<file path="src/logic/bst_regs.vh">
// bst_regs.vh: constants for the boundary-scan test port
// assumes inclusion by bare name from the design files
`ifndef BST_REGS_VH
`define BST_REGS_VH
`define BST_IR_LEN 10
`define BST_IR_ONES 10'h3FF
`define BST_IR_EXTEST 10'h00F
`define BST_IR_SAMPLE 10'h005
`define BST_IR_IDCODE 10'h006
`define BST_IR_USERCODE 10'h007
`define BST_IR_CLAMP 10'h00A
`define BST_IR_HIGHZ 10'h00B
`define BST_IR_CAPTURE 10'h001
`define BST_CELL_BITS 3
`define BST_CELL_OUT 0
`define BST_CELL_OE 1
`define BST_CELL_IN 2
`define BST_ID_RESET 32'h12345679
`define BST_TLR 4'h0
`define BST_RTI 4'h1
`define BST_SEL_DR 4'h2
`define BST_CAP_DR 4'h3
`define BST_SH_DR 4'h4
`define BST_EX1_DR 4'h5
`define BST_PAU_DR 4'h6
`define BST_EX2_DR 4'h7
`define BST_UPD_DR 4'h8
`define BST_SEL_IR 4'h9
`define BST_CAP_IR 4'hA
`define BST_SH_IR 4'hB
`define BST_EX1_IR 4'hC
`define BST_PAU_IR 4'hD
`define BST_EX2_IR 4'hE
`define BST_UPD_IR 4'hF
`endif

</file>
<file path="src/logic/bst_cell.v">
// bst_cell.v: one 3-bit boundary-scan cell for a user I/O pin
// assumes the test port drives global capture, shift, update and mode strobes
`timescale 1ns/1ps
`include "bst_regs.vh"
module bst_cell (
   input wire clock_in,               // system clock
   input wire sys_rst_in,             // sync reset, high
   input wire capture_in,             // capture strobe
   input wire shift_in,               // shift strobe
   input wire update_in,              // update strobe
   input wire mode_in,                // 1 selects test data onto pin
   input wire hiz_in,                 // force output disable
   input wire core_output_value,      // core output value
   input wire core_output_enable_value, // core output enable value
   input wire pin_in,                 // pin input value
   input wire cell_serial_in,         // chain in
   output wire cell_serial_out,       // chain out
   output wire pin_out,               // value toward pin
   output wire pin_oe                 // enable toward pin
);
   reg [`BST_CELL_BITS-1:0] cap_ff;
   reg [1:0] upd_ff;
   always @(posedge clock_in) begin
      if (sys_rst_in) begin
         cap_ff <= 3'h0;
         upd_ff <= 2'h0;
      end else begin
         if (capture_in)
            cap_ff <= {pin_in, core_output_enable_value, core_output_value};
         else if (shift_in)
            cap_ff <= {cell_serial_in, cap_ff[2:1]};
         if (update_in)
            upd_ff <= cap_ff[1:0];
      end
   end
   assign cell_serial_out = cap_ff[0];
   assign pin_out = mode_in ? upd_ff[`BST_CELL_OUT] : core_output_value;
   assign pin_oe = hiz_in ? 1'b0 : (mode_in ? upd_ff[`BST_CELL_OE] : core_output_enable_value);
endmodule // bst_cell

</file>
<file path="src/logic/bst_port.v">
// bst_port.v: four-wire boundary-scan test port with instruction, bypass,
// identification and boundary-scan registers
// assumes test pins are asynchronous and sampled by clock_in (tck far slower)
`timescale 1ns/1ps
`include "bst_regs.vh"
module bst_port #(
   parameter NUM_PINS = 8,
   parameter [31:0] ID_CODE = `BST_ID_RESET, // arbitrary value
   parameter [31:0] USER_CODE = 32'hFFFFFFFF
) (
   input wire clock_in,                          // 25 MHz system clock
   input wire sys_rst_in,                        // sync reset, high (power-up)
   input wire tck_in,                            // test clock pin
   input wire tms_in,                            // test mode select pin
   input wire tdi_in,                            // test data in pin
   output reg tdo_out,                           // test data out value
   output reg tdo_oe_n_out,                      // low while tdo driven
   input wire [NUM_PINS-1:0] core_out_in,        // core output values
   input wire [NUM_PINS-1:0] core_oe_in,         // core output enables
   input wire [NUM_PINS-1:0] pin_in,             // pin input levels
   output reg [NUM_PINS-1:0] pin_out,            // pin output values
   output reg [NUM_PINS-1:0] pin_oe_out,         // pin output enables, high drives
   output reg test_mode_out                      // high while cells own the pins
);
   // only tck, tms, tdi, tdo exist; no reset pin, no cells on them
   reg [2:0] tck_sync_ff;
   reg [1:0] tms_sync_ff;
   reg [1:0] tdi_sync_ff;
   always @(posedge clock_in) begin
      if (sys_rst_in) begin
         tck_sync_ff <= 3'h0;
         tms_sync_ff <= 2'h3;
         tdi_sync_ff <= 2'h3;
      end else begin
         tck_sync_ff <= {tck_sync_ff[1:0], tck_in};
         tms_sync_ff <= {tms_sync_ff[0], tms_in};
         tdi_sync_ff <= {tdi_sync_ff[0], tdi_in};
      end
   end
   wire tck_rise = tck_sync_ff[1] & ~tck_sync_ff[2];
   wire tck_fall = ~tck_sync_ff[1] & tck_sync_ff[2];
   wire tms_s = tms_sync_ff[1];
   wire tdi_s = tdi_sync_ff[1];

   reg [3:0] state_ff;
   reg [3:0] nxt_state;
   always @* begin
      nxt_state = state_ff;
      case (state_ff)
         `BST_TLR: nxt_state = tms_s ? `BST_TLR : `BST_RTI;
         `BST_RTI: nxt_state = tms_s ? `BST_SEL_DR : `BST_RTI;
         `BST_SEL_DR: nxt_state = tms_s ? `BST_SEL_IR : `BST_CAP_DR;
         `BST_CAP_DR: nxt_state = tms_s ? `BST_EX1_DR : `BST_SH_DR;
         `BST_SH_DR: nxt_state = tms_s ? `BST_EX1_DR : `BST_SH_DR;
         `BST_EX1_DR: nxt_state = tms_s ? `BST_UPD_DR : `BST_PAU_DR;
         `BST_PAU_DR: nxt_state = tms_s ? `BST_EX2_DR : `BST_PAU_DR;
         `BST_EX2_DR: nxt_state = tms_s ? `BST_UPD_DR : `BST_SH_DR;
         `BST_UPD_DR: nxt_state = tms_s ? `BST_SEL_DR : `BST_RTI;
         `BST_SEL_IR: nxt_state = tms_s ? `BST_TLR : `BST_CAP_IR;
         `BST_CAP_IR: nxt_state = tms_s ? `BST_EX1_IR : `BST_SH_IR;
         `BST_SH_IR: nxt_state = tms_s ? `BST_EX1_IR : `BST_SH_IR;
         `BST_EX1_IR: nxt_state = tms_s ? `BST_UPD_IR : `BST_PAU_IR;
         `BST_PAU_IR: nxt_state = tms_s ? `BST_EX2_IR : `BST_PAU_IR;
         `BST_EX2_IR: nxt_state = tms_s ? `BST_UPD_IR : `BST_SH_IR;
         `BST_UPD_IR: nxt_state = tms_s ? `BST_SEL_DR : `BST_RTI;
         default: nxt_state = `BST_TLR;
      endcase
   end
   always @(posedge clock_in) begin
      if (sys_rst_in)
         state_ff <= `BST_TLR;
      else if (tck_rise)
         state_ff <= nxt_state;
   end

   // instruction register: shift stage and held stage
   reg [`BST_IR_LEN-1:0] ir_sh_ff;
   reg [`BST_IR_LEN-1:0] ir_ff;
   always @(posedge clock_in) begin
      if (sys_rst_in) begin
         ir_sh_ff <= `BST_IR_IDCODE;
         ir_ff <= `BST_IR_IDCODE;
      end else if (tck_rise) begin
         case (state_ff)
            `BST_CAP_IR: ir_sh_ff <= `BST_IR_CAPTURE;
            `BST_SH_IR: ir_sh_ff <= {tdi_s, ir_sh_ff[`BST_IR_LEN-1:1]};
            `BST_UPD_IR: ir_ff <= ir_sh_ff;
            default: ir_ff <= ir_ff;
         endcase
         // load on entry, so pins go functional on the fifth tms-high edge, not one later
         if (nxt_state == `BST_TLR)
            ir_ff <= `BST_IR_IDCODE;
      end
   end

   // decode used both for path select and for the cell update strobe
   function is_bsr_sel;
      input [`BST_IR_LEN-1:0] ir;
      begin
         is_bsr_sel = (ir == `BST_IR_EXTEST) || (ir == `BST_IR_SAMPLE);
      end
   endfunction
   wire sel_bsr = is_bsr_sel(ir_ff);
   wire sel_id = (ir_ff == `BST_IR_IDCODE) || (ir_ff == `BST_IR_USERCODE);
   wire mode_test = (ir_ff == `BST_IR_EXTEST) || (ir_ff == `BST_IR_CLAMP) || (ir_ff == `BST_IR_HIGHZ);
   wire force_hiz = (ir_ff == `BST_IR_HIGHZ);

   // global cell strobes, one system clock wide at rising tck
   wire cell_capture = tck_rise && state_ff == `BST_CAP_DR && sel_bsr;
   wire cell_shift = tck_rise && state_ff == `BST_SH_DR && sel_bsr;
   wire cell_update = tck_rise && state_ff == `BST_UPD_DR && is_bsr_sel(ir_ff) &&
      ir_ff != `BST_IR_CLAMP;

   // bypass (also the path for clamp, highz and unknown codes) and identification
   reg bypass_ff;
   reg [31:0] id_ff;
   always @(posedge clock_in) begin
      if (sys_rst_in) begin
         bypass_ff <= 1'b0;
         id_ff <= 32'h0;
      end else if (tck_rise) begin
         if (state_ff == `BST_CAP_DR) begin
            bypass_ff <= 1'b0;
            id_ff <= (ir_ff == `BST_IR_USERCODE) ? USER_CODE : ID_CODE;
         end else if (state_ff == `BST_SH_DR) begin
            bypass_ff <= tdi_s;
            id_ff <= {tdi_s, id_ff[31:1]};
         end
      end
   end

   // boundary-scan chain of cells, one per user pin, none on the clock_in pin
   wire [NUM_PINS:0] chain;
   wire [NUM_PINS-1:0] cell_pin_out;
   wire [NUM_PINS-1:0] cell_pin_oe;
   assign chain[NUM_PINS] = tdi_s;
   genvar gi;
   generate
      for (gi = 0; gi < NUM_PINS; gi = gi + 1) begin : g_cell
         bst_cell u_cell (
            .clock_in(clock_in),
            .sys_rst_in(sys_rst_in),
            .capture_in(cell_capture),
            .shift_in(cell_shift),
            .update_in(cell_update),
            .mode_in(mode_test),
            .hiz_in(force_hiz),
            .core_output_value(core_out_in[gi]),
            .core_output_enable_value(core_oe_in[gi]),
            .pin_in(pin_in[gi]),
            .cell_serial_in(chain[gi+1]),
            .cell_serial_out(chain[gi]),
            .pin_out(cell_pin_out[gi]),
            .pin_oe(cell_pin_oe[gi])
         );
      end
   endgenerate

   // pin outputs registered: one system cycle of latency against tck is negligible
   always @(posedge clock_in) begin
      if (sys_rst_in) begin
         pin_out <= {NUM_PINS{1'b0}};
         pin_oe_out <= {NUM_PINS{1'b0}};
         test_mode_out <= 1'b0;
      end else begin
         pin_out <= cell_pin_out;
         pin_oe_out <= cell_pin_oe;
         test_mode_out <= mode_test;
      end
   end

   // serial out chosen by state and instruction, changed only on falling tck
   reg dr_bit;
   always @* begin
      dr_bit = bypass_ff;
      if (sel_bsr)
         dr_bit = chain[0];
      else if (sel_id)
         dr_bit = id_ff[0];
   end
   wire in_shift = (state_ff == `BST_SH_DR) || (state_ff == `BST_SH_IR);
   always @(posedge clock_in) begin
      if (sys_rst_in) begin
         tdo_out <= 1'b0;
         tdo_oe_n_out <= 1'b1;
      end else if (tck_fall) begin
         tdo_oe_n_out <= ~in_shift;
         tdo_out <= (state_ff == `BST_SH_IR) ? ir_sh_ff[0] : dr_bit;
      end
   end
endmodule // bst_port

</file>
<file path="config.mk">
export PLATFORM = sky130hd
export DESIGN_NAME = bst_port
export DESIGN_NICKNAME = d
export VERILOG_FILES = /design/src/logic/bst_cell.v /design/src/logic/bst_port.v
export VERILOG_INCLUDE_DIRS = /design/src /design/src/logic
export SDC_FILE = /design/constraint.sdc
export NUM_CORES = 1
export LEC_CHECK = 0
export BUFFER_PORTS_ARGS = -buffer_cell sky130_fd_sc_hd__buf_2
export CAP_MARGIN = 15
export CORE_MARGIN = 2
export CORE_UTILIZATION = 50
export DETAILED_ROUTE_END_ITERATION = 7
export PLACE_DENSITY = 0.8
export REMOVE_ABC_BUFFERS = 1
export SLEW_MARGIN = 30
export SYNTH_ARGS = -nofsm -noshare
export SYNTH_HDL_FRONTEND = slang
export SYNTH_HIERARCHICAL = 1
export SYNTH_SLANG_ARGS = --single-unit
</file>
<file path="constraint.sdc">
create_clock -name clock_in -period 8.98 [get_ports clock_in]
set_input_delay 0.898 -clock clock_in [delete_from_list [all_inputs] [get_ports clock_in]]
set_output_delay 0.898 -clock clock_in [all_outputs]
set_load 0.005 [all_outputs]
</file>
==> results_dict.tcl, run 1 <==
set metrics [dict create \
    grt_busiest_layer "met2" \
    grt_pass1_vias 3900 \
    power.switching_mw 0.282 \
    synth_edf_count 0 \
    fin_crit_sh_pct 31.4 \
    internal_power_mw 0.977 \
    relSlewSlack_pct 39.4 \
    r2r-start "state_ff[0]" \
    routed_wirelength_mm 10.6 \
    maxCapViolCount 0 \
    cts.path.max_buffers 2 \
    avgViaCountPerCell 5.44 \
    async_flop_share_pct 0 \
    cts_root_buf "clkbuf_8" \
    final_cells 742 \
    met3_usage_pct 6.18 \
    core_um2 10200 \
    drive_gt1_share_pct 19.1 \
    worst_slack_ns 6.16 \
    start_util_pct 50.9 \
    clkSinkCount 123 \
    diodes 0 \
    grt_max_degree 68 \
    irDropWorstVdd_uv 131 \
    postCtsSetupRepairBufs 0 \
    crit_path_start "state_ff[0]" \
    required_ns 9.39 \
    htree_levels 4 \
    critPathMaxFanout 32 \
    synth_cell_types 43 \
    worst_hold_slack_ns 0.413 \
    die_x_um 106 \
    grt_pass1_wl_mm 18.3 \
    synth_common_cells "123 x dfxtp_1, 84 x nor2_1, 59 x mux2i_1, 54 x nor2b_1, 49 x a211oi_1" \
    total_leakage_power_nw 2.07 \
    power_density_nw_per_um2 205 \
    rows 37 \
    min_period_ns 2.82 \
    rsz0062_at_grt "false" \
    cp_slowest_cell "dfxtp_1" \
    yosysTopAreaCell "dfxtp_1" \
    fmax_mhz 355 \
    crit_path_end_kind "register" \
    syn_area_um2 5180 \
    cts_resized 0 \
    synth_area_leaders "dfxtp_1 48%, mux2i_1 11%, a211oi_1 7.1%, nor2b_1 6.5%, nor2_1 6.1%" \
    postCtsHoldBufs 0 \
    hold_depth 1 \
    hold_violations 0 \
    path_cells "nand4bb_1 -> nor2_1 -> buf_4 -> inv_1 -> a211oi_1" \
    area_delta_synth_final_pct 18.2 \
    grt_use_total_pct 20.2 \
    swShare_pct 22.4 \
    placement.io_buffers 47 \
    place.gp.congestion 0.800 \
    reg2reg_depth 5 \
    drt_iter0_drc 258 \
    antenna_left 0 \
    grt_use_met2_pct 32.1 \
    slowest_delay_ns 0.85 \
    fin_skew_ns 0.00965 \
    synth_most_common_cell "dfxtp_1" \
    clock_latency_ns 0.51 \
    path_class "register to register" \
    arrival_ns 3.23 \
    yosysSeqAreaShare_pct 47.5 \
    num_io_pins 48 \
    grtUsageMet1_pct 26.3 \
    pwr-share-seq_pct 44.3 \
    final_core_util_pct 60.2 \
    nFillCells 830 \
    synth_top_area_share_pct 47.5 \
    num_vias 4034 \
    clk_pin_slew_ns 0.06 \
    synth_seq_cells 123 \
    worst_pin_slew_ns 0.905 \
    r2r_end "g_cell[7].u_cell/cap_ff[1]" \
    hp-class "register to register" \
    dpl.hpwl_mm 6.69 \
    cts_tree "built" \
    synth_flop_cell "dfxtp_1" \
    holdPathEnd "tdi_sync_ff[1]" \
    routedWlPerCell_um 14.3 \
    overflow 0 \
    yosysWarnings 6 \
    antenna_found_initial 0 \
    die_area_um2 11200 \
    dpl_worst_slack_ns 6.17 \
    drv_slew 0 \
    drc_errors 0 \
    clkPwrFrac_pct 52.6 \
    finalSetupViolations 0 \
    dr.pass1.iters 5 \
    r2r_slack_ns 6.16 \
    p_comb_share_pct 3.1 \
    timing.setup.tns_ns 0 \
    die_h_um 106 \
    start_kind "register" \
    nets 622 \
    synth_area_per_cell_um2 9.41 \
    min-delay-start "tdi_sync_ff[0]" \
    synthCells 551 \
    place_inst 710 \
    outcome "finished clean" \
    cts_buffers 17 \
]
## worst max-delay path: cells and delay by family (launching register included)
family	cells	cell delay [ns]
and+or+nand+nor	2	1.15
DFF	1	0.85
buffers and inverters	2	0.45
AOI/OAI and AO/OA	1	0.24
## registers in the layout, summed over array words and instances, names as in the netlist
register and cells:
tdi_sync_ff 2, state_ff 4, id_ff 32, g_cell.u_cell/cap_ff 24
bypass_ff 1, ir_sh_ff 10, tms_sync_ff 2, g_cell.u_cell/upd_ff 16
pin_oe_out 8, tdo_oe_n_out 1, tck_sync_ff 3, pin_out 8
test_mode_out 1, tdo_out 1, ir_ff 10
## cell usage in the layout (no fill, tap or decap), types with 2 or more instances in the layout
cell        netlist  layout
o32ai_1           2       2
clkinv_2          0       2
inv_6             0       7
xnor2_1           4       4
nand3_1          10      10
mux2_2            8       8
a21oi_1          13      12
clkinvlp_4        0       2
nand2b_1         11      11
mux2i_1          59      59
or2_2             5       5
a211oi_1         49      49
clkbuf_16         0      16
inv_1            12      12
buf_4             2       7
nor2_1           84      84
nor3b_1           2       2
o21ai_0           6       6
bufinv_16         0       2
buf_2             6      46
nor2b_1          54      53
nand2_1          38      38
a311oi_1          3       3
a211oi_2         11      10
nor3_1            5       3
a221o_1           2       2
dfxtp_1         123     123
a31oi_1           3       3
clkbuf_8          0       2
## cell type report
cell class                 instances  area, um2  area share, %
timing repair buffer              53        283           4.61
clock buffer                      18        428           6.98
clock inverter                    14        155           2.53
inverter                          12       45.0          0.735
tap                              136        170           2.78
multi-input combinational        386       2590           42.2
sequential                       123       2460           40.2
## power groups by stage
stage	registers, mW	clock network, mW	logic, mW
6_report	0.557	0.663	0.0391
5_1_grt	0.558	0.700	0.0433
3_3_place_gp	0.569	0	0.0380
3_5_place_dp	0.569	0	0.0390
4_1_cts	0.557	0.673	0.0392
2_1_floorplan	0.568	0	0.0157
## per-layer routing
layer,wire (um),share of wire [%]
met1,4860,46
met2,5230,49
met3,401,3.8
met4,123,1.2
met5,0,0
## worst max-delay path by stage
stage | cells past startpoint | slack, ns | endpoint
final | 5 | 6.16 | g_cell[7].u_cell/cap_ff[1]
after global routing | 5 | 5.90 | g_cell[7].u_cell/cap_ff[1]
after CTS | 5 | 6.21 | g_cell[1].u_cell/cap_ff[1]
after detailed placement | 5 | 6.17 | ir_ff[2]
after global placement | 5 | 6.26 | ir_ff[1]
after floorplan | 6 | 5.09 | g_cell[0].u_cell/upd_ff[0]
## through the flow
step                      power [mW]  cell area, um2
after floorplan                0.584            5040
after global placement         0.607            5530
after detailed placement       0.608            5540
after CTS                       1.27            6120
after global routing            1.30            6130
final                           1.26            6130
## cell families after synthesis
group	synth area share, %
AOI/OAI and AO/OA	14.3
xor gates and xnor gates	0.676
buffers and inverters	3.62
DFF	47.5
muxes	13.1
and+or+nand+nor	20.7
Note: power is estimated with default switching activity, not from simulation.
==> run 2: changes to the inputs <==
--- a/config.mk
+++ b/config.mk
@@ -11,7 +11,7 @@
 export CORE_MARGIN = 2
 export CORE_UTILIZATION = 50
 export DETAILED_ROUTE_END_ITERATION = 7
-export PLACE_DENSITY = 0.8
+export PLACE_DENSITY = 0.83
 export REMOVE_ABC_BUFFERS = 1
 export SLEW_MARGIN = 30
 export SYNTH_ARGS = -nofsm -noshare
==> constraint.sdc (replaced) <==
create_clock -name clock_in -period 2.5 [get_ports clock_in]
set_input_delay 0.25 -clock clock_in [delete_from_list [all_inputs] [get_ports clock_in]]
set_output_delay 0.25 -clock clock_in [all_outputs]
set_load 0.005 [all_outputs]
==> run 2 against run 1 <==
Compared with the run above: die area unchanged; critical endpoint is now g_cell[5].u_cell/upd_ff[0]; cell area grew 2.9%; total power rose to 3.8 times the previous value; highest routed layer unchanged; routed wire length rose by 7.1%; non-clock buffer count increased by 15; sequential share of layout area decreased by 1.1 points; register-to-register slack got worse by 6.0 ns; global-route usage increased by 0.63 points; combinational power increased to 4.2 times the previous value.
==> results_dict.tcl, run 2 (synthesis results as in run 1) <==
set metrics [dict create \
    place_area_um2 5640 \
    fmax_mhz 430 \
    worst_hold_slack_ns 0.0202 \
    dpl_worst_slack_ns 0.211 \
    die_x_um 106 \
    grt_pass1_wl_mm 18.5 \
    min_period_ns 2.32 \
    dr.pass1.iters 5 \
    drt_iter0_drc 244 \
    register_area_um2 2460 \
    path_class "register to register" \
    nFillCells 804 \
    place_inst 722 \
    avgViaCountPerCell 5.44 \
    irDropWorstVdd_uv 659 \
    hold_violations 0 \
    core_um2 10200 \
    maxCapViolCount 0 \
    grt_max_degree 63 \
    start_util_pct 50.9 \
    cts_buffers 17 \
    routed_wirelength_mm 11.4 \
    area_delta_synth_final_pct 21.7 \
    routedWlPerCell_um 15.0 \
    total_leakage_power_nw 2.17 \
    postCtsSetupRepairBufs 0 \
    placement.io_buffers 47 \
    cts_root_buf "clkbuf_8" \
    timing.setup.tns_ns 0 \
    cts.path.max_buffers 2 \
    start_kind "register" \
    required_ns 2.89 \
    crit_path_end_kind "register" \
    grt_pass1_vias 3925 \
    postCtsHoldBufs 3 \
    layout_commonest_cell "dfxtp_1" \
    cts_resized 0 \
    clkSinkCount 123 \
    final_core_util_pct 61.9 \
    die_h_um 106 \
    htree_levels 4 \
    fin_skew_ns 0.0131 \
    clk_pin_slew_ns 0.06 \
    drv_slew 0 \
    place.gp.congestion 0.835 \
    clock_latency_ns 0.52 \
    relSlewSlack_pct 56.1 \
    die_area_um2 11200 \
    nets 637 \
    largest_reg_flops 32 \
    power.total_mw 4.79 \
    fin_crit_sh_pct 93.0 \
    diodes 0 \
    worst_pin_slew_ns 0.657 \
    rows 37 \
    power_density_nw_per_um2 759 \
    cts_tree "built" \
    multi_input_area_um2 2560 \
    arrival_ns 2.72 \
    grt_use_total_pct 20.8 \
    drive_gt1_share_pct 19.8 \
    antenna_found_initial 0 \
    layout_common_cells "123 x dfxtp_1, 84 x nor2_1, 59 x mux2i_1, 53 x nor2b_1, 49 x a211oi_1" \
    final_cells 756 \
    num_vias 4110 \
    regMostFlops "id_ff" \
    worst_slack_ns 0.176 \
    critPathMaxFanout 16 \
    outcome "finished clean" \
    dpl.hpwl_mm 7.13 \
    rsz0062_at_grt "false" \
    hp-class "primary input to register" \
    design_area_um2 6310 \
    overflow 0 \
    num_io_pins 48 \
    reg_top3 "id_ff: 32 flops, g_cell.u_cell/cap_ff: 24 flops, g_cell.u_cell/upd_ff: 16 flops" \
    antenna_left 0 \
    finalSetupViolations 0 \
    drc_errors 0 \
]
## run 2: cell count changes in the layout (fill, tap and decap cells not counted), moves of 2 or more
cell,before,now
nor3_1,3,5
inv_6,7,0
buf_4,7,17
dlygate4sd3_1,0,3
buf_12,0,2
clkinv_2,2,0
clkbuf_1,0,2
bufinv_16,2,5
## run 2: final cells by class
cell class	instances	area share [%]
Sequential cell	123	39.0
Multi-Input combinational cell	386	40.6
Clock inverter	10	3.02
Tap cell	136	2.70
Clock buffer	21	7.12
Inverter	12	0.714
Timing Repair Buffer	68	6.78
## run 2: critical path, stage by stage, from the launching register on
cell,delay (ns)
dfxtp_1,0.31
nor4_1,0.41
and4_1,0.34
nand3_1,0.20
nor4bb_4,0.37
buf_12,0.22
mux2i_1,0.26
nor2_1,0.07
## run 2: path summary, 6_finish.rpt
check,slack (ns),depth (start not counted),startpoint,end
max,0.18,7,ir_ff[9],g_cell[5].u_cell/upd_ff[0]
max reg2reg,0.18,7,ir_ff[9],g_cell[5].u_cell/upd_ff[0]
min,0.02,3,pin_in[5],g_cell[5].u_cell/cap_ff[2]
min reg2reg,0.41,1,tms_sync_ff[0],tms_sync_ff[1]
## run 2: layer usage
metal | vias to the layer above | track usage [%] | share of wire [%]
li1 | 2037 | - | -
met1 | 1952 | 25.4 | 44
met2 | 100 | 34.8 | 51
met3 | 21 | 5.57 | 3.6
met4 | 0 | 8.36 | 1.9
met5 | - | 0 | 0
## run 2: power breakdown
group          switching, mW  internal [mW]  total (mW)
Clock                  0.863           1.77        2.63
Combinational         0.0909         0.0732       0.164
Sequential           0.00822           1.98        1.99
==> run 3: changes to the inputs <==
==> constraint.sdc (replaced) <==
create_clock -name clock_in -period 2.5 [get_ports clock_in]
set_input_delay 0.125 -clock clock_in [delete_from_list [all_inputs] [get_ports clock_in]]
set_output_delay 0.125 -clock clock_in [all_outputs]
set_load 0.005 [all_outputs]
==> run 3 against run 2 <==
Compared with the run above: highest routed layer unchanged; total power decreased by 2.9%; largest cell class unchanged; cell count is 3.3% higher; core utilization up 2.1 points; flip-flop and latch count unchanged; first-iteration DRC count rose by 3.7%; hold slack better by 0.29 ns; register-to-register slack got worse by 0.02 ns.
==> results_dict.tcl, run 3 (synthesis results as in run 1) <==
set metrics [dict create \
    start_kind "register" \
    irDropWorstVdd_uv 642 \
    cts_root_buf "clkbuf_8" \
    drv_slew 0 \
    layout_common_cells "123 x dfxtp_1, 84 x nor2_1, 59 x mux2i_1, 53 x nor2b_1, 48 x a211oi_1" \
    die_x_um 106 \
    die_h_um 106 \
    arrival_ns 2.74 \
    dr.pass1.iters 5 \
    reg_top3 "id_ff: 32 flops, g_cell.u_cell/cap_ff: 24 flops, g_cell.u_cell/upd_ff: 16 flops" \
    overflow 0 \
    total_leakage_power_nw 2.25 \
    placement.io_buffers 47 \
    place_inst 722 \
    power_density_nw_per_um2 713 \
    diodes 0 \
    num_io_pins 48 \
    antenna_left 0 \
    outcome "finished clean" \
    fin_skew_ns 0.00953 \
    worst_slack_ns 0.159 \
    min_period_ns 2.34 \
    r2r-start "ir_ff[9]" \
    antenna_found_initial 0 \
    routedWlPerCell_um 15.6 \
    nets 662 \
    fin_crit_sh_pct 93.6 \
    postCtsSetupRepairBufs 0 \
    grt_use_total_pct 22.3 \
    crit_path_start "ir_ff[9]" \
    cts_buffers 17 \
    final_core_util_pct 64.0 \
    regMostFlops "id_ff" \
    critPathMaxFanout 32 \
    routed_wirelength_mm 12.2 \
    dpl.hpwl_mm 6.89 \
    grt_pass1_wl_mm 19.8 \
    finalSetupViolations 0 \
    clock_latency_ns 0.52 \
    final_cells 781 \
    htree_levels 4 \
    maxCapViolCount 0 \
    layout_commonest_cell "dfxtp_1" \
    largest_reg_flops 32 \
    dpl_worst_slack_ns 0.264 \
    die_area_um2 11200 \
    required_ns 2.90 \
    worst_pin_slew_ns 0.663 \
    drive_gt1_share_pct 19.4 \
    hold_depth 3 \
    reg2reg_depth 7 \
    start_util_pct 50.9 \
    relSlewSlack_pct 55.7 \
    drc_errors 0 \
    hp-class "primary input to register" \
    num_vias 4280 \
    r2r_end "g_cell[1].u_cell/cap_ff[2]" \
    rsz0062_at_grt "false" \
    min-delay-start "tdi_in" \
    place.gp.congestion 0.834 \
    cts_tree "built" \
    grt_max_degree 51 \
    nFillCells 762 \
    clk_pin_slew_ns 0.06 \
    crit_path_end_kind "register" \
    path_class "register to register" \
    rows 37 \
    drt_iter0_drc 253 \
    r2r_slack_ns 0.16 \
    core_um2 10200 \
    fmax_mhz 427 \
    cts.path.max_buffers 2 \
    avgViaCountPerCell 5.48 \
    grt_pass1_vias 4136 \
    area_delta_synth_final_pct 25.8 \
    hold_violations 0 \
    clkSinkCount 123 \
    holdPathEnd "tdi_sync_ff[0]" \
]
-- run 3: changes by cell type in the layout (fill, tap and decap cells not counted) --
cell	previous run	this run
dlygate4sd3_1	3	28
bufinv_16	5	3
clkinv_4	2	0
clkinvlp_4	3	5
a211oi_1	49	48
a211oi_2	10	11
clkinv_2	0	1
inv_6	0	1
nor4_1	1	0
nor4_2	0	1
-- run 3: where the power goes --
group	internal [mW]	leakage (nW)	total, mW	switching (mW)
combinational	0.0987	0.981	0.197	0.0983
sequential	1.98	0.997	1.99	0.00917
clock	1.57	0.273	2.46	0.892
-- run 3: area by class of cell --
| cell class | instances | area [um2] | share of cell area, % |
|---|---|---|---|
| clock buffers | 21 | 449 | 6.89 |
| clock inverters | 10 | 141 | 2.17 |
| inverters | 12 | 45.0 | 0.691 |
| multi-input cells | 386 | 2570 | 39.5 |
| flip-flops and latches | 123 | 2460 | 37.8 |
| well taps | 136 | 170 | 2.61 |
| repair buffers | 93 | 678 | 10.4 |
-- run 3: worst max-delay path by stage --
| stage | endpoint | cells after the start |
|---|---|---|
| finish | g_cell[1].u_cell/cap_ff[2] | 7 |
| global route | g_cell[1].u_cell/cap_ff[2] | 7 |
| CTS | g_cell[4].u_cell/upd_ff[0] | 7 |
| detailed placement | g_cell[2].u_cell/upd_ff[1] | 7 |
| global placement | g_cell[5].u_cell/upd_ff[0] | 7 |
| floorplan | g_cell[0].u_cell/upd_ff[0] | 6 |
-- run 3: repair_timing --
action	4_1_cts	5_1_grt
hold endpoints to repair	40	0
resized for setup	0	2
endpoints found under the setup margin	0	6
hold buffers	28	0
-- run 3: worst max-delay path: stages, from the launching register on --
cell      delay (ns)
dfxtp_1         0.33
nor4_2          0.39
and4_1          0.34
nand3_1         0.21
nor2_1          0.16
buf_4           0.31
inv_1           0.15
a211oi_1        0.33
-- run 3: stage by stage --
| step | setup TNS, ns | total power, mW | hold slack (ns) | cell area (um2) |
|---|---|---|---|---|
| floorplan | -63.51 | 2.10 | 0.190 | 5040 |
| global placement | 0 | 2.19 | 0.309 | 5640 |
| detailed placement | 0 | 2.19 | 0.310 | 5640 |
| CTS | 0 | 4.64 | 0.296 | 6510 |
| global route | 0 | 4.77 | 0.319 | 6520 |
| finish | 0 | 4.65 | 0.312 | 6520 |
-- run 3: metal layers --
| layer | up-vias | share of wire (%) | global-route usage [%] |
|---|---|---|---|
| li1 | 2089 | - | - |
| met1 | 2070 | 43 | 26.9 |
| met2 | 95 | 50 | 37.8 |
| met3 | 26 | 3.5 | 5.13 |
| met4 | 0 | 2.8 | 10.2 |
| met5 | - | 0 | 0 |
